$ cat config.mk
export PLATFORM = sky130hd
export DESIGN_NAME = mrsp_top
export DESIGN_NICKNAME = d
export VERILOG_FILES = /design/src/hw/mrsp_pkg.sv /design/src/hw/mrsp_src_if.sv /design/src/hw/mrsp_pin_mux.sv /design/src/hw/mrsp_top.sv
export VERILOG_INCLUDE_DIRS = /design/src /design/src/hw
export SDC_FILE = /design/constraint.sdc
export NUM_CORES = 1
export LEC_CHECK = 0
export ABC_AREA = 1
export BUFFER_PORTS_ARGS = -buffer_cell sky130_fd_sc_hd__buf_4
export CAP_MARGIN = 40
export CORE_UTILIZATION = 35
export CTS_CLUSTER_SIZE = 14
export DETAILED_ROUTE_END_ITERATION = 10
export PLACE_DENSITY = 0.61
export SYNTH_ARGS = -nofsm -noshare
export SYNTH_HDL_FRONTEND = slang
export SYNTH_SLANG_ARGS = --single-unit
$ cat constraint.sdc
create_clock -name clk -period 2.3 [get_ports clk]
set_input_delay 0.46 -clock clk [delete_from_list [all_inputs] [get_ports clk]]
set_output_delay 0.46 -clock clk [all_outputs]
set_load 0.02 [all_outputs]
$ cat src/hw/mrsp_regs.svh
// register offsets, reset values and selector codes for the mute ramp / status pin block
// assumes byte-wide registers behind an 8-bit register pointer
`ifndef MRSP_REGS_SVH
`define MRSP_REGS_SVH

// register offsets
`define MRSP_OFS_EMERG 8'h40
`define MRSP_OFS_AMUTE 8'h41
`define MRSP_OFS_SEL1 8'h52
`define MRSP_OFS_SEL0 8'h53

// reset values
`define MRSP_RST_EMERG 8'h02
`define MRSP_RST_AMUTE 8'h04
`define MRSP_RST_SEL 8'h00

// field positions
`define MRSP_EMERG_RATE 7:6
`define MRSP_EMERG_STEP 5:4
`define MRSP_AMUTE_JOINT 2
`define MRSP_AMUTE_EN_A 1
`define MRSP_AMUTE_EN_B 0
`define MRSP_SEL_FIELD 4:0

// emergency rate codes and volume levels
`define MRSP_RATE_INSTANT 2'h3
`define MRSP_VOL_MUTE 8'hff

// bus address of the device on the control port (value arbitrary)
`define MRSP_DEV_ADDR 7'h4c

// pin selector codes
`define MRSP_SEL_LOW 5'h00
`define MRSP_SEL_DSP 5'h01
`define MRSP_SEL_REG 5'h02
`define MRSP_SEL_AM_BOTH 5'h03
`define MRSP_SEL_AM_B 5'h04
`define MRSP_SEL_AM_A 5'h05
`define MRSP_SEL_CLK_BAD 5'h06
`define MRSP_SEL_SDATA 5'h07
`define MRSP_SEL_AMUTE_B_N 5'h08
`define MRSP_SEL_AMUTE_A_N 5'h09
`define MRSP_SEL_PLL_LOCK 5'h0a
`define MRSP_SEL_CP_CLK 5'h0b
`define MRSP_SEL_UV_HIGH 5'h0e
`define MRSP_SEL_UV_LOW 5'h0f
`define MRSP_SEL_PLL_DIV4 5'h10

`endif

$ cat src/hw/mrsp_pkg.sv
// types shared by the mute ramp / status pin block
// assumes mrsp_regs.svh carries all numeric constants
package mrsp_pkg;
   typedef enum logic [2:0] {
      I2C_IDLE,
      I2C_ADDR,
      I2C_ADDR_ACK,
      I2C_WR_BYTE,
      I2C_WR_ACK,
      I2C_RD_BYTE,
      I2C_RD_ACK
   } mrsp_i2c_state_e;

   typedef logic [7:0] mrsp_byte_t;
endpackage : mrsp_pkg

$ cat src/hw/mrsp_src_if.sv
// status signals offered to the general pin selectors
// assumes every signal is already in the clk domain
`timescale 1ns/100ps
interface mrsp_src_if;
   logic am_both;
   logic am_a;
   logic am_b;
   logic clk_bad;
   logic sdata;
   logic amute_a_n;
   logic amute_b_n;
   logic pll_lock;
   logic cp_clk;
   logic uv_high;
   logic uv_low;
   logic pll_div4;

   modport drv (output am_both, am_a, am_b, clk_bad, sdata, amute_a_n, amute_b_n,
                output pll_lock, cp_clk, uv_high, uv_low, pll_div4);
   modport sel (input am_both, am_a, am_b, clk_bad, sdata, amute_a_n, amute_b_n,
                input pll_lock, cp_clk, uv_high, uv_low, pll_div4);
endinterface : mrsp_src_if

$ cat src/hw/mrsp_pin_mux.sv
// one general pin output selector with registered pin and enable
// assumes sources in the clk domain; direction bit comes from outside
`timescale 1ns/100ps
`include "mrsp_regs.svh"
module mrsp_pin_mux (
   // clock and reset
   input wire logic clk,
   input wire logic rst_n,
   // selection
   input wire logic [4:0] sel,
   input wire logic dsp_level,
   input wire logic reg_level,
   input wire logic is_output,
   mrsp_src_if.sel src,
   // pin
   output logic pin_out,
   output logic pin_oe_n
);
   logic next_pin_out;

   always_comb begin
      unique case (sel)
         `MRSP_SEL_LOW: next_pin_out = 1'b0;
         `MRSP_SEL_DSP: next_pin_out = dsp_level;
         `MRSP_SEL_REG: next_pin_out = reg_level;
         `MRSP_SEL_AM_BOTH: next_pin_out = src.am_both;
         `MRSP_SEL_AM_B: next_pin_out = src.am_b;
         `MRSP_SEL_AM_A: next_pin_out = src.am_a;
         `MRSP_SEL_CLK_BAD: next_pin_out = src.clk_bad;
         `MRSP_SEL_SDATA: next_pin_out = src.sdata;
         `MRSP_SEL_AMUTE_B_N: next_pin_out = src.amute_b_n;
         `MRSP_SEL_AMUTE_A_N: next_pin_out = src.amute_a_n;
         `MRSP_SEL_PLL_LOCK: next_pin_out = src.pll_lock;
         `MRSP_SEL_CP_CLK: next_pin_out = src.cp_clk;
         `MRSP_SEL_UV_HIGH: next_pin_out = src.uv_high;
         `MRSP_SEL_UV_LOW: next_pin_out = src.uv_low;
         `MRSP_SEL_PLL_DIV4: next_pin_out = src.pll_div4;
         // reserved codes park the pin low
         default: next_pin_out = 1'b0;
      endcase
   end

   always_ff @(posedge clk or negedge rst_n) begin
      if (!rst_n) begin
         pin_out <= 1'b0;
         pin_oe_n <= 1'b1;
      end else begin
         pin_out <= next_pin_out;
         // selection only reaches the pad once software makes it an output
         pin_oe_n <= ~is_output;
      end
   end
endmodule : mrsp_pin_mux

$ cat src/hw/mrsp_top.sv
// emergency ramp, auto-mute policy and general pin selectors behind the control port
// assumes fs_tick, volumes and zero flags come from logic on clk; pins are synchronised here
`timescale 1ns/100ps
`include "mrsp_regs.svh"

// Summary of operation
// rate field 7:6 updates every 1, 2 or 4 samples, or mutes at once
// step field 5:4 lowers volume by 4, 2, 1 or 0.5 dB per update
// emergency ramp settings govern ramps caused by clock error or power loss
// policy bit 2 mutes channels independently, or both only when both qualify
// a channel auto-mutes once its zero samples last the configured time
// auto-mute register bit 1 enables auto-mute for channel A
// auto-mute register bit 0 enables auto-mute for channel B
// with joint policy, one channel disabled keeps the other from muting too
// pin one drives its selected signal once software sets it to output
// codes 0, 1, 2 give low, processor pin output, register bit
// codes 3, 4, 5 give both-muted, channel B, channel A auto-mute flags
// code 6 gives clock-invalid flag, code 7 the serial audio data output
// codes 8, 9 give low-active analog mutes B, A; code 10 PLL lock
// code 11 charge pump clock, code 16 PLL output over four; others reserved
// codes 14 and 15 give the high and low threshold undervoltage flags
// pin zero has its own selector with the same codes, also needing output mode
// register code drives pin zero from output control bit 3
// register code drives pin one from output control bit 2
// emergency ramp subtracts one step per update, never below mute
module mrsp_top (
   // clock and reset
   input wire logic clk,
   input wire logic rst_n,
   // control port pins
   input wire logic scl_pin,
   input wire logic sda_pin_in,
   output logic sda_pin_out,
   output logic sda_pin_oe_n,
   // audio path
   input wire logic fs_tick,
   input wire logic emergency_req,
   input wire logic [7:0] vol_a_in,
   input wire logic [7:0] vol_b_in,
   input wire logic zero_a,
   input wire logic zero_b,
   output logic [7:0] vol_a,
   output logic [7:0] vol_b,
   output logic automute_a,
   output logic automute_b,
   // pin controls held outside this block
   input wire logic dsp_pin0,
   input wire logic dsp_pin1,
   input wire logic pin0_level,
   input wire logic pin1_level,
   input wire logic pin0_is_output,
   input wire logic pin1_is_output,
   // status sources
   input wire logic clk_invalid,
   input wire logic serial_audio_out,
   input wire logic pll_lock,
   input wire logic cp_clk,
   input wire logic pll_div4,
   input wire logic uv_high_thresh,
   input wire logic uv_low_thresh,
   // general pins
   output logic general_pin_zero,
   output logic general_pin_zero_oe_n,
   output logic general_pin_one,
   output logic general_pin_one_oe_n
);
   mrsp_pkg::mrsp_byte_t emergency_ramp_settings;
   mrsp_pkg::mrsp_byte_t auto_mute_policy;
   mrsp_pkg::mrsp_byte_t pin1_output_select;
   mrsp_pkg::mrsp_byte_t pin0_output_select;
   mrsp_pkg::mrsp_byte_t rdata;
   mrsp_pkg::mrsp_byte_t reg_ptr;
   mrsp_pkg::mrsp_byte_t wdata;
   mrsp_pkg::mrsp_byte_t rx_shift;
   mrsp_pkg::mrsp_byte_t tx_shift;
   mrsp_pkg::mrsp_i2c_state_e i2c_state;
   logic wr_stb;
   logic [3:0] bit_cnt;
   logic first_byte;
   logic read_dir;
   logic host_nack;
   logic sda_drive;
   logic [6:0] sync1;
   logic [6:0] sync2;
   logic scl_q;
   logic sda_q;
   logic scl_s;
   logic sda_s;
   logic scl_rise;
   logic scl_fall;
   logic bus_start;
   logic bus_stop;
   logic [7:0] vol [2];
   logic [7:0] vol_in [2];
   logic [1:0] rate_cnt;
   logic ramp_update;
   logic want_a;
   logic want_b;

   mrsp_src_if src ();

   // steps are in 0.5 dB codes; larger codes mean more attenuation
   function automatic logic [7:0] step_codes(input logic [1:0] sel);
      unique case (sel)
         2'h0: step_codes = 8'h08;
         2'h1: step_codes = 8'h04;
         2'h2: step_codes = 8'h02;
         2'h3: step_codes = 8'h01;
      endcase
   endfunction : step_codes

   function automatic logic [7:0] ramp_down(input logic [7:0] v, input logic [1:0] sel);
      logic [8:0] sum;
      sum = {1'b0, v} + {1'b0, step_codes(sel)};
      if (sum > {1'b0, `MRSP_VOL_MUTE}) begin
         ramp_down = `MRSP_VOL_MUTE;
      end else begin
         ramp_down = sum[7:0];
      end
   endfunction : ramp_down

   // pins and foreign clocks pass two flops; stage one feeds only stage two
   always_ff @(posedge clk or negedge rst_n) begin
      if (!rst_n) begin
         sync1 <= 7'h03;
         sync2 <= 7'h03;
      end else begin
         sync1 <= {uv_low_thresh, uv_high_thresh, pll_div4, cp_clk, pll_lock, sda_pin_in,
                   scl_pin};
         sync2 <= sync1;
      end
   end

   assign scl_s = sync2[0];
   assign sda_s = sync2[1];

   always_ff @(posedge clk or negedge rst_n) begin
      if (!rst_n) begin
         scl_q <= 1'b1;
         sda_q <= 1'b1;
      end else begin
         scl_q <= scl_s;
         sda_q <= sda_s;
      end
   end

   assign scl_rise = scl_s & ~scl_q;
   assign scl_fall = ~scl_s & scl_q;
   assign bus_start = scl_s & scl_q & sda_q & ~sda_s;
   assign bus_stop = scl_s & scl_q & ~sda_q & sda_s;

   // register read mux, unmapped offsets read zero
   always_comb begin
      unique case (reg_ptr)
         `MRSP_OFS_EMERG: rdata = emergency_ramp_settings;
         `MRSP_OFS_AMUTE: rdata = auto_mute_policy;
         `MRSP_OFS_SEL1: rdata = pin1_output_select;
         `MRSP_OFS_SEL0: rdata = pin0_output_select;
         default: rdata = 8'h00;
      endcase
   end

   // control port slave: first written byte sets the pointer, later bytes auto-increment
   always_ff @(posedge clk or negedge rst_n) begin
      if (!rst_n) begin
         i2c_state <= mrsp_pkg::I2C_IDLE;
         bit_cnt <= 4'h0;
         rx_shift <= 8'h00;
         tx_shift <= 8'h00;
         reg_ptr <= 8'h00;
         wdata <= 8'h00;
         wr_stb <= 1'b0;
         first_byte <= 1'b0;
         read_dir <= 1'b0;
         host_nack <= 1'b0;
         sda_drive <= 1'b0;
      end else begin
         wr_stb <= 1'b0;
         if (wr_stb) begin
            reg_ptr <= reg_ptr + 8'h01;
         end
         if (bus_start) begin
            i2c_state <= mrsp_pkg::I2C_ADDR;
            bit_cnt <= 4'h0;
            first_byte <= 1'b1;
            sda_drive <= 1'b0;
         end else if (bus_stop) begin
            i2c_state <= mrsp_pkg::I2C_IDLE;
            sda_drive <= 1'b0;
         end else begin
            unique case (i2c_state)
               mrsp_pkg::I2C_IDLE: begin
                  sda_drive <= 1'b0;
               end
               mrsp_pkg::I2C_ADDR, mrsp_pkg::I2C_WR_BYTE: begin
                  if (scl_rise) begin
                     rx_shift <= {rx_shift[6:0], sda_s};
                     bit_cnt <= bit_cnt + 4'h1;
                  end else if (scl_fall && bit_cnt == 4'h8) begin
                     if (i2c_state == mrsp_pkg::I2C_ADDR) begin
                        if (rx_shift[7:1] == `MRSP_DEV_ADDR) begin
                           sda_drive <= 1'b1;
                           read_dir <= rx_shift[0];
                           i2c_state <= mrsp_pkg::I2C_ADDR_ACK;
                        end else begin
                           i2c_state <= mrsp_pkg::I2C_IDLE;
                        end
                     end else begin
                        sda_drive <= 1'b1;
                        i2c_state <= mrsp_pkg::I2C_WR_ACK;
                        if (first_byte) begin
                           reg_ptr <= rx_shift;
                           first_byte <= 1'b0;
                        end else begin
                           wdata <= rx_shift;
                           wr_stb <= 1'b1;
                        end
                     end
                  end
               end
               mrsp_pkg::I2C_ADDR_ACK: begin
                  if (scl_fall) begin
                     if (read_dir) begin
                        tx_shift <= {rdata[6:0], 1'b0};
                        sda_drive <= ~rdata[7];
                        reg_ptr <= reg_ptr + 8'h01;
                        bit_cnt <= 4'h1;
                        i2c_state <= mrsp_pkg::I2C_RD_BYTE;
                     end else begin
                        sda_drive <= 1'b0;
                        bit_cnt <= 4'h0;
                        i2c_state <= mrsp_pkg::I2C_WR_BYTE;
                     end
                  end
               end
               mrsp_pkg::I2C_WR_ACK: begin
                  if (scl_fall) begin
                     sda_drive <= 1'b0;
                     bit_cnt <= 4'h0;
                     i2c_state <= mrsp_pkg::I2C_WR_BYTE;
                  end
               end
               mrsp_pkg::I2C_RD_BYTE: begin
                  if (scl_fall) begin
                     if (bit_cnt == 4'h8) begin
                        sda_drive <= 1'b0;
                        i2c_state <= mrsp_pkg::I2C_RD_ACK;
                     end else begin
                        sda_drive <= ~tx_shift[7];
                        tx_shift <= {tx_shift[6:0], 1'b0};
                        bit_cnt <= bit_cnt + 4'h1;
                     end
                  end
               end
               mrsp_pkg::I2C_RD_ACK: begin
                  if (scl_rise) begin
                     host_nack <= sda_s;
                  end else if (scl_fall) begin
                     if (host_nack) begin
                        i2c_state <= mrsp_pkg::I2C_IDLE;
                     end else begin
                        tx_shift <= {rdata[6:0], 1'b0};
                        sda_drive <= ~rdata[7];
                        reg_ptr <= reg_ptr + 8'h01;
                        bit_cnt <= 4'h1;
                        i2c_state <= mrsp_pkg::I2C_RD_BYTE;
                     end
                  end
               end
            endcase
         end
      end
   end

   // open drain: line is only ever pulled low
   always_ff @(posedge clk or negedge rst_n) begin
      if (!rst_n) begin
         sda_pin_out <= 1'b0;
         sda_pin_oe_n <= 1'b1;
      end else begin
         sda_pin_out <= 1'b0;
         sda_pin_oe_n <= ~sda_drive;
      end
   end

   // register writes; all eight bits are kept so reads return what was written
   always_ff @(posedge clk or negedge rst_n) begin
      if (!rst_n) begin
         emergency_ramp_settings <= `MRSP_RST_EMERG;
         auto_mute_policy <= `MRSP_RST_AMUTE;
         pin1_output_select <= `MRSP_RST_SEL;
         pin0_output_select <= `MRSP_RST_SEL;
      end else if (wr_stb) begin
         unique case (reg_ptr)
            `MRSP_OFS_EMERG: emergency_ramp_settings <= wdata;
            `MRSP_OFS_AMUTE: auto_mute_policy <= wdata;
            `MRSP_OFS_SEL1: pin1_output_select <= wdata;
            `MRSP_OFS_SEL0: pin0_output_select <= wdata;
            default: ;
         endcase
      end
   end

   // update pacing in sample periods; counter idles at zero outside an emergency
   always_ff @(posedge clk or negedge rst_n) begin
      if (!rst_n) begin
         rate_cnt <= 2'h0;
      end else if (!emergency_req) begin
         rate_cnt <= 2'h0;
      end else if (fs_tick) begin
         rate_cnt <= ramp_update ? 2'h0 : rate_cnt + 2'h1;
      end
   end

   always_comb begin
      unique case (emergency_ramp_settings[`MRSP_EMERG_RATE])
         2'h0: ramp_update = fs_tick;
         2'h1: ramp_update = fs_tick && rate_cnt == 2'h1;
         2'h2: ramp_update = fs_tick && rate_cnt == 2'h3;
         2'h3: ramp_update = 1'b0;
      endcase
   end

   assign vol_in[0] = vol_a_in;
   assign vol_in[1] = vol_b_in;

   // normal ramps belong upstream; only the emergency path is shaped here
   always_ff @(posedge clk or negedge rst_n) begin
      if (!rst_n) begin
         vol[0] <= `MRSP_VOL_MUTE;
         vol[1] <= `MRSP_VOL_MUTE;
      end else begin
         for (int i = 0; i < 2; i++) begin
            if (!emergency_req) begin
               vol[i] <= vol_in[i];
            end else if (emergency_ramp_settings[`MRSP_EMERG_RATE] == `MRSP_RATE_INSTANT) begin
               vol[i] <= `MRSP_VOL_MUTE;
            end else if (ramp_update) begin
               vol[i] <= ramp_down(vol[i], emergency_ramp_settings[`MRSP_EMERG_STEP]);
            end
         end
      end
   end

   assign vol_a = vol[0];
   assign vol_b = vol[1];

   // zero flags arrive already qualified by the zero-run timer
   assign want_a = auto_mute_policy[`MRSP_AMUTE_EN_A] & zero_a;
   assign want_b = auto_mute_policy[`MRSP_AMUTE_EN_B] & zero_b;

   always_ff @(posedge clk or negedge rst_n) begin
      if (!rst_n) begin
         automute_a <= 1'b0;
         automute_b <= 1'b0;
      end else if (auto_mute_policy[`MRSP_AMUTE_JOINT]) begin
         automute_a <= want_a & want_b;
         automute_b <= want_a & want_b;
      end else begin
         automute_a <= want_a;
         automute_b <= want_b;
      end
   end

   assign src.am_both = automute_a & automute_b;
   assign src.am_a = automute_a;
   assign src.am_b = automute_b;
   assign src.clk_bad = clk_invalid;
   assign src.sdata = serial_audio_out;
   assign src.amute_a_n = ~automute_a;
   assign src.amute_b_n = ~automute_b;
   assign src.pll_lock = sync2[2];
   // foreign clocks are resampled, so only slow ones survive on the pins
   assign src.cp_clk = sync2[3];
   assign src.pll_div4 = sync2[4];
   assign src.uv_high = sync2[5];
   assign src.uv_low = sync2[6];

   mrsp_pin_mux u_pin0 (
      .clk(clk),
      .rst_n(rst_n),
      .sel(pin0_output_select[`MRSP_SEL_FIELD]),
      .dsp_level(dsp_pin0),
      .reg_level(pin0_level),
      .is_output(pin0_is_output),
      .src(src),
      .pin_out(general_pin_zero),
      .pin_oe_n(general_pin_zero_oe_n)
   );

   mrsp_pin_mux u_pin1 (
      .clk(clk),
      .rst_n(rst_n),
      .sel(pin1_output_select[`MRSP_SEL_FIELD]),
      .dsp_level(dsp_pin1),
      .reg_level(pin1_level),
      .is_output(pin1_is_output),
      .src(src),
      .pin_out(general_pin_one),
      .pin_oe_n(general_pin_one_oe_n)
   );
endmodule : mrsp_top

==> results by group, run 1 <==
Status
  – Outcome: finished, final reports clean

Synth
  – Yosys warns: 0
  – Mapped Area: 6910 sq um
  – Post-synthesis xor/xnor area fraction: 0.0114
  – Synth Area in Compound Gates: 0.121
  – Most frequent cell after synthesis: nand2_1
  – Post-Synth Adder-Cell Area: 0.0272
  – Post-Synth Simple-Gate Area: 0.323
  – Post-synth top area cell: dfrtp_1
  – Synth Instances: 940
  – Area contributors post-synth: dfrtp_1 32%, nand2_1 15%, dfstp_2 10%
  – Largest family of logic cells by synthesized area: simple AND/OR/NAND/NOR gates
  – Post-Syn Nets: 992
  – Post-synthesis mux area share: 0
  – Ys async rst share: 1.00
  – Register bit total from synthesis: 116
  – Post-synth EDFFs: 0
  – Post-synth cell types: 50
  – Register area share after synthesis: 0.425
  – Top cell type's share of synthesized area: 0.323
  – Most frequent cells after synthesis: 267 x nand2_1, 123 x inv_1, 93 x nor2_1
  – Top_reg_cell synth: dfrtp_1
  – Post-Syn Area per Cell: 7.35 sq um

STA
  – TNS Setup: 0 ps
  – Final Critical Period: 2050 ps
  – Clock skew: 6.17 ps
  – Final Hold Viols: 0
  – Fin. max-slew vios: 0
  – Setup-failing EPs final: 0
  – Max_slew headroom: 0.669
  – Fmax: 488 MHz
  – Actual slew at the worst max-slew pin: 493 ps
  – Final period util: 0.890
  – Unrepaired setup endpoints after global routing: no

Floorplanning
  – Initial Util: 0.356
  – CORE AREA: 19,400 sq um
  – Chip height: 142 um
  – Die area: 20,300 sq um
  – Core Rows: 51
  – Die width: 142 um
  – # IOs: 61

Detailed routing
  – Drc violations: 0
  – DRT Pass-1 Iters: 4
  – Post-route ant nets: 0
  – Vias: 6,117
  – WL per Instance: 12.8 um
  – DRT iter0 DRCs: 362
  – Via density: 4.74
  – Post-Route WL: 16,500 um

Placed design
  – Port Buffer Count: 59
  – DP Area: 7680 sq um
  – Routability congestion estimate: 0.940
  – Placed wire-length estimate: 12,400 um

Global routing
  – First-pass GRT wire length: 27,800 um
  – Initial antenna violation count: 0
  – All-Layer GR Usage: 0.175
  – Largest net degree at the start of global routing: 52
  – Overflow after GRT: 0
  – Vias in the first global route: 5,679

Pwr
  – Max VDD drop: 0.790 mV
  – PwrDens: 950 nW/um^2
  – Leak: 4.11 nW

Clock tree
  – Root Driver: clkbuf_16
  – Post_cts resized: 0
  – Post-CTS Setup Inserts: 0
  – Num CTS Buffers: 17
  – CTS tree: yes
  – Number of H-tree levels: 4
  – Hold buffers post-CTS: 1
  – Max Root-Sink Buffers: 2
  – Worst skew pair latency: 420 ps
  – CTS clock-pin slew for the worst setup and hold paths: 50 ps
  – Clock sinks: 116

Cells and area
  – Share of cells above drive strength 1: 0.192
  – Nets: 1,064
  – Antenna Cells: 0
  – Finished Cell Area: 8360 sq um
  – Area growth from synthesis to layout: 21.0%
  – Layout filler cell count: 2,006

Setup path
  – Crit path arrival time: 2400 ps
  – Worst Path Required: 2660 ps
  – Crit path launch type: register
  – Crit path max fanout: 11
  – CP Capture Type: register
  – Kind of critical path: reg2reg

Hold path
  – Min-delay worst type: in2reg

Job
  – Max Cap Viol: 0
==> layout make-up <==
class                   count  area, sq um  share of cell area
well taps                 265          332              0.0397
inverters                 139          527              0.0630
repair buffers             70          566              0.0677
clock buffers              20          457              0.0547
multi-input cells         668         3330               0.399
flip-flops and latches    116         2940               0.351
clock inverters            12          204              0.0244
==> metal layers <==
metal,vias to the layer above,wire length (um),GRT usage
met5,-,0,0
met4,0,252,0.0634
met3,20,607,0.0357
met2,125,7960,0.291
met1,2811,7700,0.225
li1,3161,-,-
==> registers in the layout (all words and copies together) (netlist names), 2 cells and up <==
name and count:
sync2 7, sync1 7, pin0_output_select 8, i2c_state 3
pin1_output_select 8, vol_a 8, auto_mute_policy 8, bit_cnt 4
reg_ptr 8, rate_cnt 2, vol_b 8, tx_shift 7
emergency_ramp_settings 8, rx_shift 8, wdata 8
==> through the flow <==
stage / util / setup WS [ps] / power, mW / hold WS [ps] / cells
floorplan: - / 495 / 4.35 / 164 / 940
global placement: 0.396 / 325 / 5.02 / 333 / 1257
detailed placement: 0.396 / 276 / 5.03 / 336 / 1257
CTS: 0.431 / 259 / 8.02 / 124 / 1290
global route: 0.431 / 47.5 / 8.44 / 124 / 1290
finish: 0.431 / 253 / 7.94 / 141 / 1290
==> final timing paths <==
path / start / to / slack, ps / depth (start not counted)
max in group asynchronous: rst_n / vol_b[1] / 1200 / 3
worst max-delay path: emergency_ramp_settings[5] / vol_b[5] / 250 / 12
min in group asynchronous: rst_n / sync2[2] / 480 / 2
worst max register to register: emergency_ramp_settings[5] / vol_b[5] / 250 / 12
worst min register to register: sync1[5] / sync2[5] / 350 / 0
worst min-delay path: pin0_is_output / u_pin0.pin_oe_n / 140 / 2
==> placed cells by master, fill, tap and decap left out, drive strengths merged, types with 16 or more instances in the layout <==
cell type / count
dfrtp: 89
dfstp: 27
inv: 139
buf: 69
clkbuf: 20
a21oi: 31
nor2: 101
nand4: 18
nor3: 16
nand3: 64
o21ai: 95
nand2: 285
==> kinds of logic after synthesis <==
| family | after synthesis |
|---|---|
| other cells | 1 |
| buf+inv | 156 |
| compound gates | 145 |
| xor+xnor | 9 |
| flops | 116 |
| simple gates | 498 |
| fa+ha+maj | 15 |
==> critical path: stages, from the launching register on <==
cell     delay [ps]
dfrtp_1         540
nand3_1         180
nand2_1         130
inv_1            50
ha_1            180
inv_1            50
nand2_1         100
inv_1            70
o21ai_1         100
a21oi_2         310
o21ai_0         140
nand2_1          80
nand2_1          40
==> report_power, final <==
group	total (mW)	internal, mW	switching [mW]
registers	2.71	2.37	0.340
clock network	2.94	1.98	0.961
logic	2.28	0.802	1.48
No activity file was read; power rests on OpenSTA's default activity.
==> inputs of run 2 (changes only) <==
ABC_AREA = not set   (was 1)
CTS_CLUSTER_SIZE = not set   (was 14)
==> results by group, run 2 <==
Status
  – Outcome: finished, final reports clean (unchanged)

Floorplanning
  – CORE AREA: 17,300 sq um (was 19,400 sq um)
  – Initial Util: 0.358 (was 0.356)
  – Die width: 135 um (was 142 um)
  – Chip height: 135 um (was 142 um)
  – Core Rows: 48 (was 51)
  – Die area: 18,200 sq um (was 20,300 sq um)
  – # IOs: 61 (unchanged)

Cells and area
  – Layout filler cell count: 1,605 (was 2,006)
  – Antenna Cells: 0 (unchanged)
  – Most frequent cells in the layout: 87 x dfrtp_1, 79 x buf_4, 54 x nand2_1 (was 267 x nand2_1, 123 x inv_1, 93 x nor2_1)
  – Most common cell after layout, fill and taps aside: dfrtp_1 (was nand2_1)
  – Share of cells above drive strength 1: 0.299 (was 0.192)
  – Area growth from synthesis to layout: 22.2% (was 21.0%)
  – Nets: 737 (was 1,064)
  – Finished Cell Area: 7570 sq um (was 8360 sq um)

STA
  – Clock skew: 8.29 ps (was 6.17 ps)
  – Actual slew at the worst max-slew pin: 580 ps (was 493 ps)
  – Fmax: 455 MHz (was 488 MHz)
  – Final Critical Period: 2200 ps (was 2050 ps)
  – TNS Setup: 0 ps (unchanged)
  – Setup-failing EPs final: 0 (unchanged)
  – Fin. max-slew vios: 0 (unchanged)
  – Final period util: 0.956 (was 0.890)
  – Max_slew headroom: 0.613 (was 0.669)
  – Final Hold Viols: 0 (unchanged)
  – Unrepaired setup endpoints after global routing: no (unchanged)

Synth
  – Top cell type's share of synthesized area: 0.359 (was 0.323)
  – Register bit total from synthesis: 116 (unchanged)
  – Post-synth EDFFs: 0 (unchanged)
  – Synth Instances: 615 (was 940)
  – Post-synth top area cell: dfrtp_1 (unchanged)
  – Ys async rst share: 1.00 (unchanged)
  – Post-synth cell types: 64 (was 50)
  – Yosys warns: 0 (unchanged)
  – Post-Syn Nets: 667 (was 992)
  – Top_reg_cell synth: dfrtp_1 (unchanged)
  – Post-Syn Area per Cell: 10.1 sq um (was 7.35 sq um)
  – Most frequent cells after synthesis: 89 x dfrtp_1, 54 x nand2_1, 50 x mux2_2 (was 267 x nand2_1, 123 x inv_1, 93 x nor2_1)
  – Most frequent cell after synthesis: dfrtp_1 (was nand2_1)
  – Mapped Area: 6200 sq um (was 6910 sq um)
  – Register area share after synthesis: 0.474 (was 0.425)
  – Area contributors post-synth: dfrtp_1 36%, dfstp_2 11%, mux2_2 9.1% (was dfrtp_1 32%, nand2_1 15%, dfstp_2 10%)

Detailed routing
  – Post-route ant nets: 0 (unchanged)
  – Post-Route WL: 15,000 um (was 16,500 um)
  – DRT iter0 DRCs: 349 (was 362)
  – WL per Instance: 16.3 um (was 12.8 um)
  – Drc violations: 0 (unchanged)
  – Via density: 5.47 (was 4.74)
  – Vias: 5,052 (was 6,117)
  – DRT Pass-1 Iters: 5 (was 4)

Pwr
  – Leak: 3.31 nW (was 4.11 nW)
  – Combinational share of power: 0.236 (was 0.288)
  – Psw: 2.20 mW (was 2.78 mW)
  – Max VDD drop: 0.655 mV (was 0.790 mV)
  – Sw Share: 0.326 (was 0.351)
  – Clock power share: 0.367 (was 0.371)
  – Pint: 4.54 mW (was 5.15 mW)
  – Sequential Power Share: 0.397 (was 0.342)
  – PwrDens: 890 nW/um^2 (was 950 nW/um^2)

Clock tree
  – Hold buffers post-CTS: 0 (was 1)
  – Num CTS Buffers: 17 (unchanged)
  – Max Root-Sink Buffers: 2 (unchanged)
  – Number of H-tree levels: 4 (unchanged)
  – Clock sinks: 116 (unchanged)
  – CTS tree: yes (unchanged)
  – Root Driver: clkbuf_16 (unchanged)
  – CTS clock-pin slew for the worst setup and hold paths: 50 ps (about the same)
  – Worst skew pair latency: 430 ps (was 420 ps)

Job
  – Max Cap Viol: 0 (unchanged)

Global routing
  – Vias in the first global route: 4,842 (was 5,679)
  – Overflow after GRT: 0 (unchanged)
  – Initial antenna violation count: 0 (unchanged)
  – First-pass GRT wire length: 24,600 um (was 27,800 um)
  – All-Layer GR Usage: 0.173 (was 0.175)
  – Largest net degree at the start of global routing: 49 (was 52)

Setup path
  – Crit path launch type: register (unchanged)
  – Crit path max fanout: 7 (was 11)
  – Kind of critical path: reg2reg (unchanged)
  – Critical-path cell list: and2_1 > ha_1 > ha_2 > a211o_1 > a31oi_4 > o21ai_0 > or3_1 > o221a_2 (was nand3_1 > nand2_1 > inv_1 > ha_1 > inv_1 > nand2_1 > inv_1 > o21ai_1 > a21oi_2 > o21ai_0 > nand2_1 > nand2_1)
  – Worst Path Required: 2660 ps (about the same)
  – Slowest CP cell: dfrtp_2 (was dfrtp_1)
  – Crit path arrival time: 2560 ps (was 2400 ps)
  – Delay-heaviest family, CP: compound AO/OA/AOI/OAI gates (unchanged)
  – CP Capture Type: register (unchanged)
  – Slowest stage delay, CP: 440 ps (was 540 ps)
  – WP buf/inv: 0 (was 3)

Placed design
  – Routability congestion estimate: 0.916 (was 0.940)
  – Placed wire-length estimate: 10,700 um (was 12,400 um)
  – Port Buffer Count: 59 (unchanged)
  – DP Area: 6980 sq um (was 7680 sq um)

Hold path
  – Min-delay worst type: in2async (was in2reg)
==> run 2: cell count changes after synthesis, moves of 13 or more <==
cell	previous run	this run
nand2_1	267	54
inv_1	123	23
nand3_1	62	8
mux2_2	0	50
nor2_1	93	48
o21ai_1	38	5
a21oi_1	28	43
clkbuf_1	3	17
inv_2	14	0
nand2_2	14	0
a22oi_1	1	14
o21ai_0	46	33
==> run 2: final timing paths <==
path	from	to	slack, ps	cells past startpoint
min in group clk	pin1_is_output	u_pin1.pin_oe_n	140	2
worst max-delay path	emergency_ramp_settings[5]	vol_a[5]	100	8
worst min-delay path	rst_n	emergency_ramp_settings[4]	40	1
worst max register to register	emergency_ramp_settings[5]	vol_a[5]	100	8
worst min register to register	sync1[1]	sync2[1]	360	0
max in group asynchronous	rst_n	auto_mute_policy[2]	1440	2
==> run 2: logic make-up (layout without fill, tap and decap cells) <==
| family | after synthesis | count (layout) | synth area share |
|---|---|---|---|
| multiplexers | 57 | 57 | 0.102 |
| buffers and inverters | 54 | 137 | 0.0363 |
| adder cells (fa/ha/maj) | 15 | 15 | 0.0303 |
| flip-flops | 116 | 116 | 0.474 |
| XOR/XNOR | 6 | 6 | 0.00848 |
| other | 1 | 1 | 0.000605 |
| AO/OA/AOI/OAI | 182 | 182 | 0.197 |
| AND/OR/NAND/NOR | 184 | 184 | 0.151 |
==> run 2: per-layer routing <==
metal / global-route usage / up-vias / share of wire / wire, um
met5: 0 / - / 0 / 0
met4: 0.0712 / 0 / 0.020 / 297
met3: 0.0428 / 29 / 0.053 / 792
met2: 0.284 / 170 / 0.48 / 7280
met1: 0.218 / 2451 / 0.44 / 6680
li1: - / 2402 / - / -
==> run 2: power groups by stage <==
stage	registers, mW	clock network, mW	logic (mW)
2_1_floorplan	2.58	0	1.12
3_3_place_gp	2.68	0	1.53
3_5_place_dp	2.70	0	1.57
4_1_cts	2.67	2.54	1.57
5_1_grt	2.72	2.64	1.76
6_report	2.68	2.47	1.59
==> run 2: timing repair <==
item / CTS / global route
endpoints found under the setup margin: 0 / 10
buffers inserted: 0 / 1
gates resized for setup: 0 / 8
==> run 2: final cells by class <==
cell class / instances / area, sq um / share of cell area
multi-input cells: 445 / 3050 / 0.403
flip-flops and latches: 116 / 2940 / 0.388
inverters: 23 / 86.3 / 0.0114
clock inverters: 14 / 130 / 0.0172
clock buffers: 18 / 429 / 0.0567
well taps: 225 / 282 / 0.0372
repair buffers: 82 / 653 / 0.0863
==> run 2: per-stage QoR <==
step | utilization | hold slack [ps] | cells | total power, mW | setup WS, ps
finish | 0.438 | 39.2 | 923 | 6.74 | 100
global route | 0.438 | 61.9 | 923 | 7.12 | 1.13
CTS | 0.436 | 51.8 | 922 | 6.78 | 1.14
detailed placement | 0.404 | 345 | 890 | 4.27 | 38.9
global placement | 0.404 | 345 | 890 | 4.21 | 142
floorplan | - | 164 | 615 | 3.69 | 95.8
